[src/logic/dpa_pkg.sv]
// Shared constants and types for the processor data path
package dpa_pkg;

  // ----------------------------------------------------------------
  // Widths and types
  // ----------------------------------------------------------------
  localparam int WORD_W = 16;
  localparam int BYTE_W = 8;
  localparam int SEL_W = 4;
  localparam int SP_DEPTH = 16;
  localparam int SP_AW = 4;
  typedef logic [WORD_W-1:0] dpa_word_t;
  typedef logic [SEL_W-1:0] dpa_sel_t;
  typedef logic [SP_AW-1:0] dpa_sp_addr_t;

  // ----------------------------------------------------------------
  // Status register layout
  // ----------------------------------------------------------------
  localparam int STAT_W = 8;
  localparam int STAT_PRI_HI = 7;
  localparam int STAT_PRI_LO = 5;
  localparam int STAT_T = 4;
  localparam int STAT_N = 3;
  localparam int STAT_Z = 2;
  localparam int STAT_V = 1;
  localparam int STAT_C = 0;
  localparam logic [STAT_W-1:0] STAT_RESET = 8'h00;
  typedef logic [STAT_W-1:0] dpa_stat_t;

  // ----------------------------------------------------------------
  // Select codes
  // ----------------------------------------------------------------
  typedef enum logic [1:0] {
    DMUX_READ_RETURN = 2'h0,
    DMUX_SYSBUS = 2'h1,
    DMUX_DREG = 2'h2,
    DMUX_DREG_SHR = 2'h3
  } dpa_dmux_e;

  typedef enum logic [1:0] {
    COUT_WORD = 2'h0,
    COUT_BYTE = 2'h1,
    COUT_ALU15 = 2'h2,
    COUT_PSC = 2'h3
  } dpa_cout_e;

  typedef enum logic [1:0] {
    SSEL_HOLD = 2'h0,
    SSEL_LOAD = 2'h1,
    SSEL_CC_ALU = 2'h2,
    SSEL_CC_EXT = 2'h3
  } dpa_ssel_e;

  typedef enum logic [1:0] {
    ALT_DIRECT = 2'h0,
    ALT_ADD_SUB = 2'h1,
    ALT_CARRY_IR = 2'h2,
    ALT_LOGIC_IR = 2'h3
  } dpa_alt_e;

  // Function-select codes used by the alteration logic
  localparam logic [SEL_W-1:0] FN_PLUS = 4'h9;
  localparam logic [SEL_W-1:0] FN_MINUS = 4'h6;
  localparam logic [SEL_W-1:0] FN_AND_NOT_B = 4'h2;
  localparam logic [SEL_W-1:0] FN_OR = 4'he;
  localparam logic [SEL_W-1:0] FN_PASS_B = 4'ha;
  localparam logic [SEL_W-1:0] FN_XOR = 4'h6;

  // Instruction register fields used by the alteration logic
  localparam int IR_SUB_BIT = 15;
  localparam int IR_LOP_HI = 13;
  localparam int IR_LOP_LO = 12;

  // Internal bus addresses (plain defaults, set per system)
  localparam logic [WORD_W-1:0] STAT_BUS_ADDR = 16'hfffe;
  localparam logic [WORD_W-1:0] SWITCH_BUS_ADDR = 16'hff78;
  localparam logic [WORD_W-1:0] RED_MARGIN = 16'h0020;

endpackage

[src/logic/dpa_data_path.sv]
// Processor data path: decoder, ALU, status register, scratch pad
`timescale 1ns/1ps
`default_nettype none
module dpa_data_path #(
  parameter dpa_pkg::dpa_word_t STAT_ADDR = dpa_pkg::STAT_BUS_ADDR,
  parameter dpa_pkg::dpa_word_t SWITCH_ADDR = dpa_pkg::SWITCH_BUS_ADDR,
  parameter dpa_pkg::dpa_word_t RED_ZONE_MARGIN = dpa_pkg::RED_MARGIN
) (
  input wire logic clock,
  input wire logic arst_n,
  input wire dpa_pkg::dpa_sel_t micro_alu_select,
  input wire logic micro_alu_mode,
  input wire logic micro_carry_in,
  input wire dpa_pkg::dpa_alt_e data_alteration_code,
  input wire dpa_pkg::dpa_ssel_e status_source_select,
  input wire logic cc_n_in,
  input wire logic cc_z_in,
  input wire logic cc_v_in,
  input wire logic cc_c_in,
  input wire logic alu_overflow_in,
  input wire dpa_pkg::dpa_word_t alu_b_operand,
  input wire dpa_pkg::dpa_dmux_e dest_mux_select,
  input wire dpa_pkg::dpa_cout_e carry_mux_select,
  input wire logic d_load,
  input wire logic ba_load,
  input wire logic ba_from_alu,
  input wire logic ir_load,
  input wire logic sp_write,
  input wire dpa_pkg::dpa_sp_addr_t sp_write_addr,
  input wire dpa_pkg::dpa_sp_addr_t sp_read_addr,
  input wire logic sp_to_read_return,
  input wire logic stat_to_read_return,
  input wire logic sysbus_slave_read,
  input wire dpa_pkg::dpa_word_t sysbus_data_in,
  input wire dpa_pkg::dpa_word_t read_return_in,
  input wire dpa_pkg::dpa_word_t stack_limit,
  output dpa_pkg::dpa_word_t dest_bus,
  output dpa_pkg::dpa_word_t read_return,
  output dpa_pkg::dpa_word_t alu_result,
  output logic word_carry_out,
  output logic byte_carry_out,
  output dpa_pkg::dpa_word_t data_reg,
  output logic data_carry,
  output dpa_pkg::dpa_word_t bus_address,
  output dpa_pkg::dpa_word_t instruction_reg,
  output dpa_pkg::dpa_stat_t processor_status_word,
  output dpa_pkg::dpa_word_t sysbus_data_out,
  output logic sysbus_data_oe,
  output logic d_word_zero,
  output logic d_byte_zero,
  output logic status_reg_addr_hit,
  output logic switch_reg_addr_hit,
  output logic stack_limit_violation,
  output logic stack_limit_fatal
);
  import dpa_pkg::*;

  // ----------------------------------------------------------------
  // Decoder on the data and bus-address registers
  // ----------------------------------------------------------------
  // zero detect
  assign d_word_zero = (data_reg == '0);
  assign d_byte_zero = (data_reg[BYTE_W-1:0] == '0);
  wire dpa_word_t decoded_addr = bus_address;
  assign status_reg_addr_hit = (decoded_addr == STAT_ADDR);
  assign switch_reg_addr_hit = (decoded_addr == SWITCH_ADDR);
  assign stack_limit_violation = (decoded_addr < stack_limit);
  // red zone below margin; saturate so a small limit never wraps
  wire dpa_word_t red_limit = (stack_limit > RED_ZONE_MARGIN) ? (stack_limit - RED_ZONE_MARGIN) : '0;
  assign stack_limit_fatal = stack_limit_violation && (decoded_addr < red_limit);

  // ----------------------------------------------------------------
  // ALU control
  // ----------------------------------------------------------------
  wire logic ir_sub = instruction_reg[IR_SUB_BIT];
  wire logic [1:0] ir_lop = instruction_reg[IR_LOP_HI:IR_LOP_LO];
  wire dpa_sel_t lop_sel = (ir_lop == 2'h0) ? FN_PASS_B :
                           (ir_lop == 2'h1) ? FN_AND_NOT_B :
                           (ir_lop == 2'h2) ? FN_OR : FN_XOR;
  dpa_sel_t alu_sel;
  logic alu_logic_mode;
  logic carry_in_logic;

  // microword direct or altered by instruction
  always_comb begin
    alu_sel = micro_alu_select;
    alu_logic_mode = micro_alu_mode;
    carry_in_logic = micro_carry_in;
    unique case (data_alteration_code)
      ALT_DIRECT: begin
      end
      ALT_ADD_SUB: begin
        alu_sel = ir_sub ? FN_MINUS : FN_PLUS;
        alu_logic_mode = 1'b0;
        carry_in_logic = ir_sub;
      end
      ALT_CARRY_IR: begin
        carry_in_logic = micro_carry_in ^ ir_sub;
      end
      ALT_LOGIC_IR: begin
        alu_sel = lop_sel;
        alu_logic_mode = 1'b1;
      end
    endcase
  end

  // ----------------------------------------------------------------
  // ALU
  // ----------------------------------------------------------------
  // Two intermediate terms shared by both modes, one per select pair
  wire dpa_word_t alu_a_operand;
  wire dpa_word_t alu_b = alu_b_operand;
  wire dpa_word_t term_x = alu_a_operand | (alu_b & {WORD_W{alu_sel[0]}}) | (~alu_b & {WORD_W{alu_sel[1]}});
  wire dpa_word_t term_y = (alu_a_operand & ~alu_b & {WORD_W{alu_sel[2]}}) |
                           (alu_a_operand & alu_b & {WORD_W{alu_sel[3]}});
  wire logic [WORD_W:0] arith_sum = {1'b0, term_x} + {1'b0, term_y} + {{WORD_W{1'b0}}, carry_in_logic};
  wire logic [BYTE_W:0] byte_sum = {1'b0, term_x[BYTE_W-1:0]} + {1'b0, term_y[BYTE_W-1:0]} +
                                   {{BYTE_W{1'b0}}, carry_in_logic};
  // logic result has no carry term
  wire dpa_word_t logic_result = ~(term_x ^ term_y);
  assign alu_result = alu_logic_mode ? logic_result : arith_sum[WORD_W-1:0];
  assign word_carry_out = ~alu_logic_mode & arith_sum[WORD_W];
  assign byte_carry_out = ~alu_logic_mode & byte_sum[BYTE_W];

  // ----------------------------------------------------------------
  // Destination mux and read-return bus
  // ----------------------------------------------------------------
  wire dpa_word_t sp_read_data;
  assign alu_a_operand = sp_read_data;
  wire dpa_word_t stat_word = {{(WORD_W-STAT_W){1'b0}}, processor_status_word};
  // status to internal return when not on system bus
  wire logic stat_on_return = stat_to_read_return && !(sysbus_slave_read && status_reg_addr_hit);
  assign read_return = read_return_in |
                       (sp_to_read_return ? sp_read_data : '0) |
                       (stat_on_return ? stat_word : '0);
  always_comb begin
    unique case (dest_mux_select)
      DMUX_READ_RETURN: dest_bus = read_return;
      DMUX_SYSBUS: dest_bus = sysbus_data_in;
      DMUX_DREG: dest_bus = data_reg;
      DMUX_DREG_SHR: dest_bus = {data_carry, data_reg[WORD_W-1:1]};
    endcase
  end

  wire logic carry_mux = (carry_mux_select == COUT_WORD) ? word_carry_out :
                         (carry_mux_select == COUT_BYTE) ? byte_carry_out :
                         (carry_mux_select == COUT_ALU15) ? alu_result[WORD_W-1] :
                         processor_status_word[STAT_C];

  // ----------------------------------------------------------------
  // Data, address and instruction registers
  // ----------------------------------------------------------------
  // ALU result capture; bus address from ALU result or read return
  always_ff @(posedge clock or negedge arst_n) begin
    if (!arst_n) begin
      data_reg <= '0;
      data_carry <= 1'b0;
      bus_address <= '0;
    end else begin
      if (d_load) begin
        data_reg <= alu_result;
        data_carry <= carry_mux;
      end
      if (ba_load) begin
        bus_address <= ba_from_alu ? alu_result : read_return;
      end
    end
  end

  always_ff @(posedge clock or negedge arst_n) begin
    if (!arst_n) begin
      instruction_reg <= '0;
    end else if (ir_load) begin
      instruction_reg <= dest_bus;
    end
  end

  // ----------------------------------------------------------------
  // Processor status register
  // ----------------------------------------------------------------
  dpa_stat_t next_stat;
  // source code picks the condition inputs
  wire logic [3:0] cc_alu = {alu_result[WORD_W-1], alu_result == '0, alu_overflow_in, carry_mux};
  wire logic [3:0] cc_ext = {cc_n_in, cc_z_in, cc_v_in, cc_c_in};
  always_comb begin
    next_stat = processor_status_word;
    unique case (status_source_select)
      SSEL_HOLD: begin
      end
      SSEL_LOAD: next_stat = dest_bus[STAT_W-1:0];
      SSEL_CC_ALU: next_stat[STAT_N:STAT_C] = cc_alu;
      SSEL_CC_EXT: next_stat[STAT_N:STAT_C] = cc_ext;
    endcase
  end

  always_ff @(posedge clock or negedge arst_n) begin
    if (!arst_n) begin
      processor_status_word <= STAT_RESET;
    end else begin
      processor_status_word <= next_stat;
    end
  end

  // status onto system bus when addressed there
  assign sysbus_data_oe = sysbus_slave_read && status_reg_addr_hit;
  assign sysbus_data_out = sysbus_data_oe ? stat_word : '0;

  // ----------------------------------------------------------------
  // Scratch pad
  // ----------------------------------------------------------------
  // sixteen-word file written from destination bus
  dpa_scratch_pad #(
    .DEPTH(SP_DEPTH),
    .WIDTH(WORD_W)
  ) u_scratch_pad (
    .clock(clock),
    .wr_en(sp_write),
    .wr_addr(sp_write_addr),
    .wr_data(dest_bus),
    .rd_addr(sp_read_addr),
    .rd_data(sp_read_data)
  );

  // ----------------------------------------------------------------
  // Assertions
  // ----------------------------------------------------------------
  wire dpa_word_t arith_no_carry = term_x + term_y;

  property p_zero_detect;
    @(posedge clock) disable iff (!arst_n)
    d_load && (alu_result == '0) |=> d_word_zero && d_byte_zero;
  endproperty
  a_zero_detect: assert property (p_zero_detect) else $error("zero flag missed");

  property p_addr_hit;
    @(posedge clock) disable iff (!arst_n)
    ba_load && ba_from_alu && (alu_result == STAT_ADDR) |=> status_reg_addr_hit && !switch_reg_addr_hit;
  endproperty
  a_addr_hit: assert property (p_addr_hit) else $error("status address hit missed");

  property p_stack_limit;
    @(posedge clock) disable iff (!arst_n)
    stack_limit_violation == (bus_address < stack_limit);
  endproperty
  a_stack_limit: assert property (p_stack_limit) else $error("stack limit flag wrong");

  property p_fatal_zone;
    @(posedge clock) disable iff (!arst_n)
    stack_limit_fatal |-> stack_limit_violation && (bus_address < stack_limit - RED_ZONE_MARGIN);
  endproperty
  a_fatal_zone: assert property (p_fatal_zone) else $error("fatal zone without violation");

  property p_cin_plus_one;
    @(posedge clock) disable iff (!arst_n)
    !alu_logic_mode && carry_in_logic |-> alu_result == arith_no_carry + 16'h0001;
  endproperty
  a_cin_plus_one: assert property (p_cin_plus_one) else $error("carry-in not plus one");

  property p_logic_no_carry;
    @(posedge clock) disable iff (!arst_n)
    alu_logic_mode |-> alu_result == ~(term_x ^ term_y) && !word_carry_out && !byte_carry_out;
  endproperty
  a_logic_no_carry: assert property (p_logic_no_carry) else $error("logic mode used carry");

  property p_d_capture;
    @(posedge clock) disable iff (!arst_n)
    d_load |=> data_reg == $past(alu_result) && data_carry == $past(carry_mux);
  endproperty
  a_d_capture: assert property (p_d_capture) else $error("data register missed result");

  property p_ir_hold;
    @(posedge clock) disable iff (!arst_n)
    !ir_load |=> $stable(instruction_reg);
  endproperty
  a_ir_hold: assert property (p_ir_hold) else $error("instruction register changed unasked");

  property p_stat_load;
    @(posedge clock) disable iff (!arst_n)
    status_source_select == SSEL_LOAD |=> processor_status_word == $past(dest_bus[STAT_W-1:0]);
  endproperty
  a_stat_load: assert property (p_stat_load) else $error("status full load failed");

  property p_stat_route;
    @(posedge clock) disable iff (!arst_n)
    sysbus_data_oe |-> !stat_on_return && sysbus_data_out == stat_word;
  endproperty
  a_stat_route: assert property (p_stat_route) else $error("status on both buses");

  c_fatal: cover property (@(posedge clock) disable iff (!arst_n) stack_limit_fatal);
  c_stat_sysbus: cover property (@(posedge clock) disable iff (!arst_n) sysbus_data_oe);
  c_sub_ir: cover property (@(posedge clock) disable iff (!arst_n) data_alteration_code == ALT_ADD_SUB && ir_sub);
  c_shift: cover property (@(posedge clock) disable iff (!arst_n) dest_mux_select == DMUX_DREG_SHR && data_carry);
endmodule
`default_nettype wire

[src/logic/dpa_scratch_pad.sv]
// Scratch-pad register file with registered read data
`timescale 1ns/1ps
`default_nettype none
module dpa_scratch_pad #(
  parameter int DEPTH = dpa_pkg::SP_DEPTH,
  parameter int WIDTH = dpa_pkg::WORD_W
) (
  input wire logic clock,
  input wire logic wr_en,
  input wire logic [$clog2(DEPTH)-1:0] wr_addr,
  input wire logic [WIDTH-1:0] wr_data,
  input wire logic [$clog2(DEPTH)-1:0] rd_addr,
  output logic [WIDTH-1:0] rd_data
);
  import dpa_pkg::*;

  logic [WIDTH-1:0] mem [DEPTH];

  always_ff @(posedge clock) begin
    if (wr_en) begin
      mem[wr_addr] <= wr_data;
    end
    rd_data <= mem[rd_addr];
  end
endmodule
`default_nettype wire

[config.mk]
export PLATFORM = sky130hd
export DESIGN_NAME = dpa_data_path
export DESIGN_NICKNAME = d
export VERILOG_FILES = /design/src/logic/dpa_pkg.sv /design/src/logic/dpa_data_path.sv /design/src/logic/dpa_scratch_pad.sv
export SDC_FILE = /design/constraint.sdc
export NUM_CORES = 1
export LEC_CHECK = 0
export ABC_AREA = 1
export BUFFER_PORTS_ARGS = -buffer_cell sky130_fd_sc_hd__buf_2
export CAP_MARGIN = 5
export CORE_AREA = 2 2 221 223
export CTS_BUF_LIST = sky130_fd_sc_hd__clkbuf_4 sky130_fd_sc_hd__clkbuf_8 sky130_fd_sc_hd__clkbuf_16
export DETAILED_ROUTE_END_ITERATION = 16
export DIE_AREA = 0 0 223 225
export REMOVE_ABC_BUFFERS = 1
export SETUP_SLACK_MARGIN = 0.4
export SLEW_MARGIN = 10
export SYNTH_ARGS = -nofsm -noshare
export SYNTH_HDL_FRONTEND = slang
export SYNTH_SLANG_ARGS = --single-unit
[constraint.sdc]
create_clock -name clock -period 7.25 [get_ports clock]
set_clock_uncertainty 0.2 [all_clocks]
set_input_delay 0.3625 -clock clock [delete_from_list [all_inputs] [get_ports clock]]
set_output_delay 0.3625 -clock clock [all_outputs]
set_load 0.05 [all_outputs]
==> flow_summary.toml, run 1 <==
[run_status]
status = "complete, no violations"

[grt]
antenna_found_initial = 2
grt_max_degree = 101
grtUsageTotal_pct = 21.7
grt_pass1_vias = 12700
grt_pass1_wl_um = 81000
grt_overflow = 0

[timing]
period_needed_ns = 4.81
post-route-period-util_pct = 66.4
layout_setup_ws_ns = 2.44
rsz0062_at_grt = "false"
setup_violations = 0
fin_hold_ws_ns = 0.0418
worst_slew_pin_slew_ns = 1.06
tns_ns = 0
clock.fmax_mhz = 208
slew_viol_final = 0
finalHoldViolCount = 0
relSlewSlack_pct = 29.3

[detailed_routing]
wl_um = 55400
drt-initial-drc-count = 1358
avgRoutedWirePerCell_um = 21.8
first_pass_iters = 5
via_per_inst = 5.27
drt_drc_violations_left = 0
ant_nets = 0
via_count = 13400

[placement]
dp_worst_setup_slack_ns = 2.72
gp_congestion = 0.965
dp.cells = 2463
port_buffers = 222
hpwlAfterDp_um = 39000
place_area_um2 = 18300

[synth]
synthCells = 1664
ys_async_sr_fraction_pct = 17.3
yosysSeqAreaShare_pct = 57.2
netlist_area_um2 = 16500
synth_most_common_cell = "edfxtp_1"
netlist-cell-type-count = 48
synth_top_area_cell = "edfxtp_1"
synth_top_area_share_pct = 46.6
synth-seq-cells = 329
yosysWarnings = 0
synth_area_leaders = "edfxtp_1, dfrtp_1, nand2_1, o21ai_0, inv_1"
syn-mean-instance-area_um2 = 9.91
synth-edff-count = 256
netlist_top_cells_count = "edfxtp_1, nand2_1, inv_1, o21ai_0, a21oi_1"
ys.flop_type = "edfxtp_1"

[critical_path]
crit_path_start_kind = "flop"
cp-end-kind = "output pin"
crit_fanout = 17
cp.required_ns = 6.69
arrival_ns = 4.25
crit_type = "flop to output pin"

[min_path]
hold_class = "primary input to flop"

[cells_and_area]
drive_gt1_share_pct = 18.2
regMostFlops = "u_scratch_pad.mem"
largest_reg_flops = 256
final_core_util_pct = 41.5
areaGrowthSynthToFinish_pct = 19.5
insertedDiodeCount = 0
finish.net_count = 2050
final_cells = 2540
design_area_um2 = 19700
fill_cells = 4652

[clock_network]
clk_pin_slew_worst_paths_ns = 0.06
clockRootBuffer = "clkbuf_16"
holdBufCountCts = 10
tritoncts = "done"
htree_levels = 2
clock_latency_ns = 0.56
cts.sinks = 329
clockBufferDepth = 3
post_cts_resized = 0
cts-buffers-inserted = 37
cts_setup_buffers = 0

[floorplanning]
initial_core_util_pct = 34.7
core_um2 = 47500
die-area_um2 = 50200
rows = 80
die_x_um = 223
die-height_um = 225
num_io_pins = 231

[power]
p_leak_nw = 8.46
ir_drop_uv = 163
power_density_nw_per_um2 = 300
p_total_mw = 5.91

[job]
maxCapViolCount = 0
-- kinds of logic after synthesis --
logic type / Yosys count / synth area share, %
AND/OR/NAND/NOR: 484 / 12.3
multiplexers: 64 / 3.88
other: 1 / 0.0227
flip-flops: 329 / 57.2
adder cells (fa/ha/maj): 52 / 4.04
buffers and inverters: 290 / 7.07
AO/OA/AOI/OAI: 437 / 15.1
XOR/XNOR: 7 / 0.372
-- metal layers --
metal	vias up	share of wire, %	global-route usage, %
met3	107	6.0	3.53
li1	6294	-	-
met4	4	3.7	8.08
met5	-	0.036	0
met1	6434	43	28.3
met2	551	47	36.3
-- layout make-up --
class | count | area, um^2 | area share, %
Sequential cell | 329 | 9430 | 47.9
Timing Repair Buffer | 266 | 1470 | 7.47
Tap cell | 615 | 769 | 3.90
Clock buffer | 46 | 1020 | 5.16
Inverter | 211 | 797 | 4.04
Multi-Input combinational cell | 1052 | 5950 | 30.2
Clock inverter | 21 | 274 | 1.39
-- critical path: stages, from the launching register on --
cell      delay, ns
dfrtp_1        0.43
nor2_1         0.17
clkinv_1       0.43
o22ai_1        0.27
buf_4          0.25
nor2_1         0.06
nor3_1         0.29
fa_1           0.24
inv_1          0.08
fa_1           0.46
nand2_1        0.10
nand3_1        0.09
nand2_1        0.07
nand2_1        0.08
nor2_1         0.12
xor2_1         0.20
inv_1          0.11
buf_2          0.23
-- layout by cell type (no fill, tap or decap), drive strengths merged, types with 3 or more instances in the layout --
cell type / Yosys / layout
nor3: 10 / 10
o21bai: 3 / 3
nand4: 16 / 16
nor2: 108 / 108
a41oi: 15 / 15
nor4: 6 / 6
and2: 3 / 3
clkbuf: 46 / 46
inv: 208 / 209
clkinv: 3 / 17
xor2: 7 / 7
conb: 1 / 8
buf: 33 / 256
nand2: 261 / 261
dfxtp: 16 / 16
bufinv: 0 / 6
ha: 50 / 50
nand3: 77 / 77
a21oi: 141 / 141
a31oi: 9 / 9
mux2i: 64 / 64
o21ai: 182 / 182
dfrtp: 57 / 57
o22ai: 12 / 12
o211ai: 65 / 65
edfxtp: 256 / 256
dlygate4sd3: 0 / 10
-- path summary, 6_finish.rpt --
path / from / endpoint / slack (ns) / depth (start not counted)
min: status_source_select[1] / processor_status_word[0] / 0.04 / 4
min reg2reg: instruction_reg[10] / instruction_reg[10] / 0.28 / 2
min in group asynchronous: arst_n / bus_address[14] / 0.30 / 3
max in group asynchronous: arst_n / processor_status_word[4] / 5.95 / 3
max: instruction_reg[15] / alu_result[8] / 2.44 / 17
max reg2reg: instruction_reg[15] / processor_status_word[2] / 3.18 / 20
-- report_power, final --
part | switching, mW | total [mW] | internal (mW) | leakage, nW
clock | 0.761 | 1.98 | 1.22 | 0.646
sequential | 0.122 | 2.33 | 2.20 | 3.15
combinational | 1.23 | 1.60 | 0.374 | 4.67
total | 2.11 | 5.91 | 3.79 | 8.46
(Power assumes the default switching activity.)
==> inputs of run 2 (changes only) <==
Clock period 7.25 ns to 4.1 ns, I/O delays scaled along.
==> flow_summary.toml, run 2 (synthesis results as in run 1) <==
[power]
ir_drop_uv = 250
p_switching_mw = 3.85
p_leak_nw = 8.76
p_seq_share_pct = 39.0
power_frac_comb_pct = 29.8
clkPwrFrac_pct = 31.2
switching_share_pct = 36.5
power.internal_mw = 6.71
power_density_nw_per_um2 = 515

[timing]
rsz0062_at_grt = "true"
period_needed_ns = 3.69
slew_viol_final = 0
clock.fmax_mhz = 271
tns_ns = 0
worst_slew_pin_slew_ns = 1.21
post-route-period-util_pct = 89.9
finalHoldViolCount = 0
relSlewSlack_pct = 19.3
setup_violations = 0

[grt]
grtUsageTotal_pct = 22.4
grt_pass1_wl_um = 83400
antenna_found_initial = 0
grt_pass1_vias = 13300
grt_overflow = 0
grt_max_degree = 92

[min_path]
hp-start = "sp_write"
whs_endpoint = "u_scratch_pad.mem[8][10]"
hold_depth = 3
hold_class = "primary input to flop"

[critical_path]
crit_type = "flop to output pin"
critPathMaxStageDelay_ns = 0.45
cp-end-kind = "output pin"
path_cells = "nor2_4, inv_4, o22ai_4, nor2_2, nor3_4, fa_2, inv_4, fa_2, nand2_1, nand3_1, nand2_1, nand2_2, nor2_2, xor2_1, inv_1, buf_6"
critPathSlowestCell = "dfrtp_2"
cpLargestDelayFamily = "simple AND/OR/NAND/NOR gates"
reg2reg_to = "bus_address[11]"
r2r_setup_slack_ns = 0.55
arrival_ns = 3.28
cp_num_buf_inv = 4
crit_fanout = 4
cp.required_ns = 3.69
r2r_start = "instruction_reg[15]"
crit_path_start_kind = "flop"
r2r_cells = 18

[floorplanning]
core_um2 = 47500
num_io_pins = 231
initial_core_util_pct = 34.7
rows = 80
die-height_um = 225
die-area_um2 = 50200
die_x_um = 223

[clock_network]
clock_latency_ns = 0.54
clockBufferDepth = 3
cts.sinks = 329
tritoncts = "done"
htree_levels = 2
cts-buffers-inserted = 37
clk_pin_slew_worst_paths_ns = 0.06
clockRootBuffer = "clkbuf_16"

[placement]
gp_congestion = 0.970
hpwlAfterDp_um = 40700
port_buffers = 222
dp.cells = 2470

[detailed_routing]
ant_nets = 0
drt-initial-drc-count = 1226
via_count = 13900
drt_drc_violations_left = 0
via_per_inst = 5.34
wl_um = 57900
avgRoutedWirePerCell_um = 22.2
first_pass_iters = 5

[cells_and_area]
final_cells = 2608
regMostFlops = "u_scratch_pad.mem"
fill_cells = 4585
layout_common_cells = "edfxtp_1, nand2_1, buf_2"
final_common_cell = "edfxtp_1"
largest_reg_flops = 256
areaGrowthSynthToFinish_pct = 24.4
drive_gt1_share_pct = 21.0
finish.net_count = 2118

[job]
maxCapViolCount = 0

[run_status]
status = "complete, no violations"
[run 2: cell count changes in the layout (fill, tap and decap cells not counted), moves of 4 or more]
cell / delta
buf_6: +6
buf_4: +27
ha_2: +5
nand2_1: -10
nand2_2: +9
ha_1: -5
a21oi_1: -7
clkbuf_4: +4
nor3_1: -5
nor2_1: -4
dlygate4sd3_1: +41
buf_2: -12
nor3_2: +4
a21oi_2: +5
[run 2: power by group through the flow]
stage / logic, mW / registers [mW] / clock network [mW]
6_report: 3.15 / 4.12 / 3.30
4_1_cts: 3.02 / 4.11 / 3.37
3_3_place_gp: 2.86 / 4.18 / 0
5_1_grt: 3.36 / 4.13 / 3.50
2_1_floorplan: 1.45 / 4.52 / 0
3_5_place_dp: 2.88 / 4.18 / 0
[run 2: how the worst max path moves through the flow]
stage                                           to  slack, ns  cells past startpoint               startpoint
after floorplan           processor_status_word[2]      -0.14                     19      instruction_reg[15]
final                                alu_result[8]       0.41                     16      instruction_reg[15]
after detailed placement             alu_result[8]       0.24                     18  data_alteration_code[0]
after global placement               alu_result[8]       0.43                     19  data_alteration_code[1]
after global routing                 alu_result[8]       0.27                     16      instruction_reg[15]
after CTS                            alu_result[8]       0.36                     16      instruction_reg[15]
[run 2: tightest hold or removal path, stage by stage]
cell	delay (ns)
buf_2	0.12
nand3_1	0.17
nor2_1	0.09
[run 2: timing repair]
item | in CTS | in global routing
endpoints found under the setup margin | 18 | 25
pin swaps | 6 | 12
buffers inserted | 9 | 9
gates resized for setup | 30 | 50
gates cloned | 1 | 1
hold buffers | 51 | 0
endpoints found under the hold margin | 87 | 0
[run 2: area by class of cell]
class	instances	area (um^2)	share of cell area, %
diodes	1	2.50	0.0122
clock inverters	19	193	0.939
repair buffers	333	2160	10.5
multi-input cells	1052	6130	29.9
flip-flops and latches	329	9440	46.0
clock buffers	47	1020	4.96
repair inverters	1	7.51	0.0366
inverters	211	802	3.91
well taps	615	769	3.75
[run 2: metal layers]
layer  part of all wire [%]  GRT usage (%)  up-vias  wire (um)
li1                       -              -     6433          -
met1                     42           28.8     6752      24000
met4                    4.3           9.92        0       2500
met5                      0              0        -          0
met3                    7.0           3.35      122       4070
met2                     47           37.6      621      27300
[run 2: per-stage QoR]
stage	hold WS, ns	utilization [%]	instance area [um^2]	setup WS, ns	power (mW)
final	0.0338	43.2	20500	0.415	10.6
after global routing	0.0559	43.2	20500	0.269	11.0
after CTS	0.00961	42.7	20300	0.356	10.5
after detailed placement	0.270	38.7	18400	0.243	7.07
after global placement	0.260	38.7	18400	0.433	7.04
after floorplan	-0.291	-	16200	-0.144	5.97
==> inputs of run 3 (changes only) <==
Settings changed: MAX_ROUTING_LAYER set to met4.
==> flow_summary.toml, run 3 (synthesis results as in run 1) <==
[run_status]
status = "complete, no violations"

[floorplanning]
num_io_pins = 231
die_x_um = 223
die-height_um = 225
rows = 80
die-area_um2 = 50200
initial_core_util_pct = 34.7
core_um2 = 47500

[critical_path]
crit_type = "flop to output pin"
cp-end-kind = "output pin"
cp.required_ns = 3.69
arrival_ns = 3.19
crit_fanout = 7
crit_path_start_kind = "flop"

[grt]
antenna_found_initial = 0
grt_overflow = 0
grt_pass1_vias = 13300
grt_pass1_wl_um = 84200
grt_max_degree = 92
grtUsageTotal_pct = 23.0

[timing]
tns_ns = 0
finalHoldViolCount = 0
post-route-period-util_pct = 87.8
clock.fmax_mhz = 278
period_needed_ns = 3.60
rsz0062_at_grt = "true"
worst_slew_pin_slew_ns = 1.16
relSlewSlack_pct = 22.3
setup_violations = 0
slew_viol_final = 0
layout_setup_ws_ns = 0.501

[clock_network]
tritoncts = "done"
htree_levels = 2
clock_latency_ns = 0.53
cts.sinks = 329
clk_pin_slew_worst_paths_ns = 0.06
cts-buffers-inserted = 36
clockBufferDepth = 3
clockRootBuffer = "clkbuf_16"

[placement]
dp_worst_setup_slack_ns = 0.272
port_buffers = 222
hpwlAfterDp_um = 40500
place_area_um2 = 18400
gp_congestion = 0.989

[cells_and_area]
fill_cells = 4509
insertedDiodeCount = 0
design_area_um2 = 20800
final_common_cell = "edfxtp_1"
regMostFlops = "u_scratch_pad.mem"
drive_gt1_share_pct = 23.0
largest_reg_flops = 256
areaGrowthSynthToFinish_pct = 25.9
layout_common_cells = "edfxtp_1, nand2_1, buf_2"
finish.net_count = 2128

[detailed_routing]
avgRoutedWirePerCell_um = 22.0
drt-initial-drc-count = 1422
wl_um = 57500
drt_drc_violations_left = 0
via_count = 14000
via_per_inst = 5.36
first_pass_iters = 5
ant_nets = 0

[min_path]
hold_class = "primary input to flop"

[power]
p_total_mw = 10.7
p_leak_nw = 8.84
ir_drop_uv = 266
power_density_nw_per_um2 = 516

[job]
maxCapViolCount = 0
run 3: cell types whose count changed in the layout (fill, tap and decap cells not counted), moves of 4 or more:
cell	before	now
clkbuf_4	11	5
buf_6	7	11
nand2_2	15	23
buf_4	61	68
nand3_1	76	71
ha_2	5	10
nor2_1	92	88
nand3_2	1	6
ha_1	45	40
nand2_1	243	232
run 3: critical path: stages (launching register included):
cell and delay [ns]:
dfrtp_2 0.44, nor2_4 0.07, a21oi_4 0.20, clkinvlp_4 0.21, buf_4 0.17, a21oi_1 0.10
o21ai_0 0.14, ha_1 0.40, inv_1 0.11, nor3_2 0.26, nand2_1 0.11, nand4_1 0.13
and2_4 0.17, buf_8 0.14
run 3: through the flow:
step	hold WS [ns]	std cells	util [%]
CTS	0.0000718	2596	42.7
detailed placement	0.173	2473	38.7
global route	0.0410	2617	43.7
finish	0.0285	2617	43.7
global placement	0.177	2473	38.7
floorplan	-0.291	1592	-
run 3: report_power, final:
group	switching (mW)	internal [mW]
clock network	1.33	2.01
registers	0.223	3.90
logic	2.32	0.920
run 3: layer usage:
metal / global-route usage (%) / part of all wire (%)
met2: 37.6 / 47
met5: - / 0
met3: 3.25 / 6.1
met1: 29.4 / 43
met4: 8.27 / 3.9
run 3: worst paths after layout:
kind / cells after the start / start / end / slack [ns]
setup / recovery: 13 / instruction_reg[15] / word_carry_out / 0.50
hold / removal: 3 / sp_write / u_scratch_pad.mem[8][10] / 0.03
setup reg to reg: 17 / instruction_reg[15] / processor_status_word[3] / 0.56
hold reg to reg: 2 / instruction_reg[8] / instruction_reg[8] / 0.29
max in group asynchronous: 3 / arst_n / processor_status_word[4] / 2.64
min in group asynchronous: 2 / arst_n / data_reg[14] / 0.16
run 3: layout make-up:
type | count | area [um^2] | area share, %
sequential | 329 | 9440 | 45.4
multi-input combinational | 1052 | 6230 | 30.0
timing repair buffer | 344 | 2290 | 11.0
clock buffer | 42 | 963 | 4.64
inverter | 211 | 806 | 3.88
tap | 615 | 769 | 3.70
clock inverter | 23 | 272 | 1.31
timing repair inverter | 1 | 7.51 | 0.0361
run 3: repair_timing:
item | 4_1_cts | 5_1_grt
gates cloned | 2 | 1
setup endpoints to repair | 17 | 29
pin swaps | 4 | 25
hold endpoints to repair | 81 | 0
gates resized for setup | 31 | 98
hold buffers | 51 | 0
buffers inserted | 5 | 20
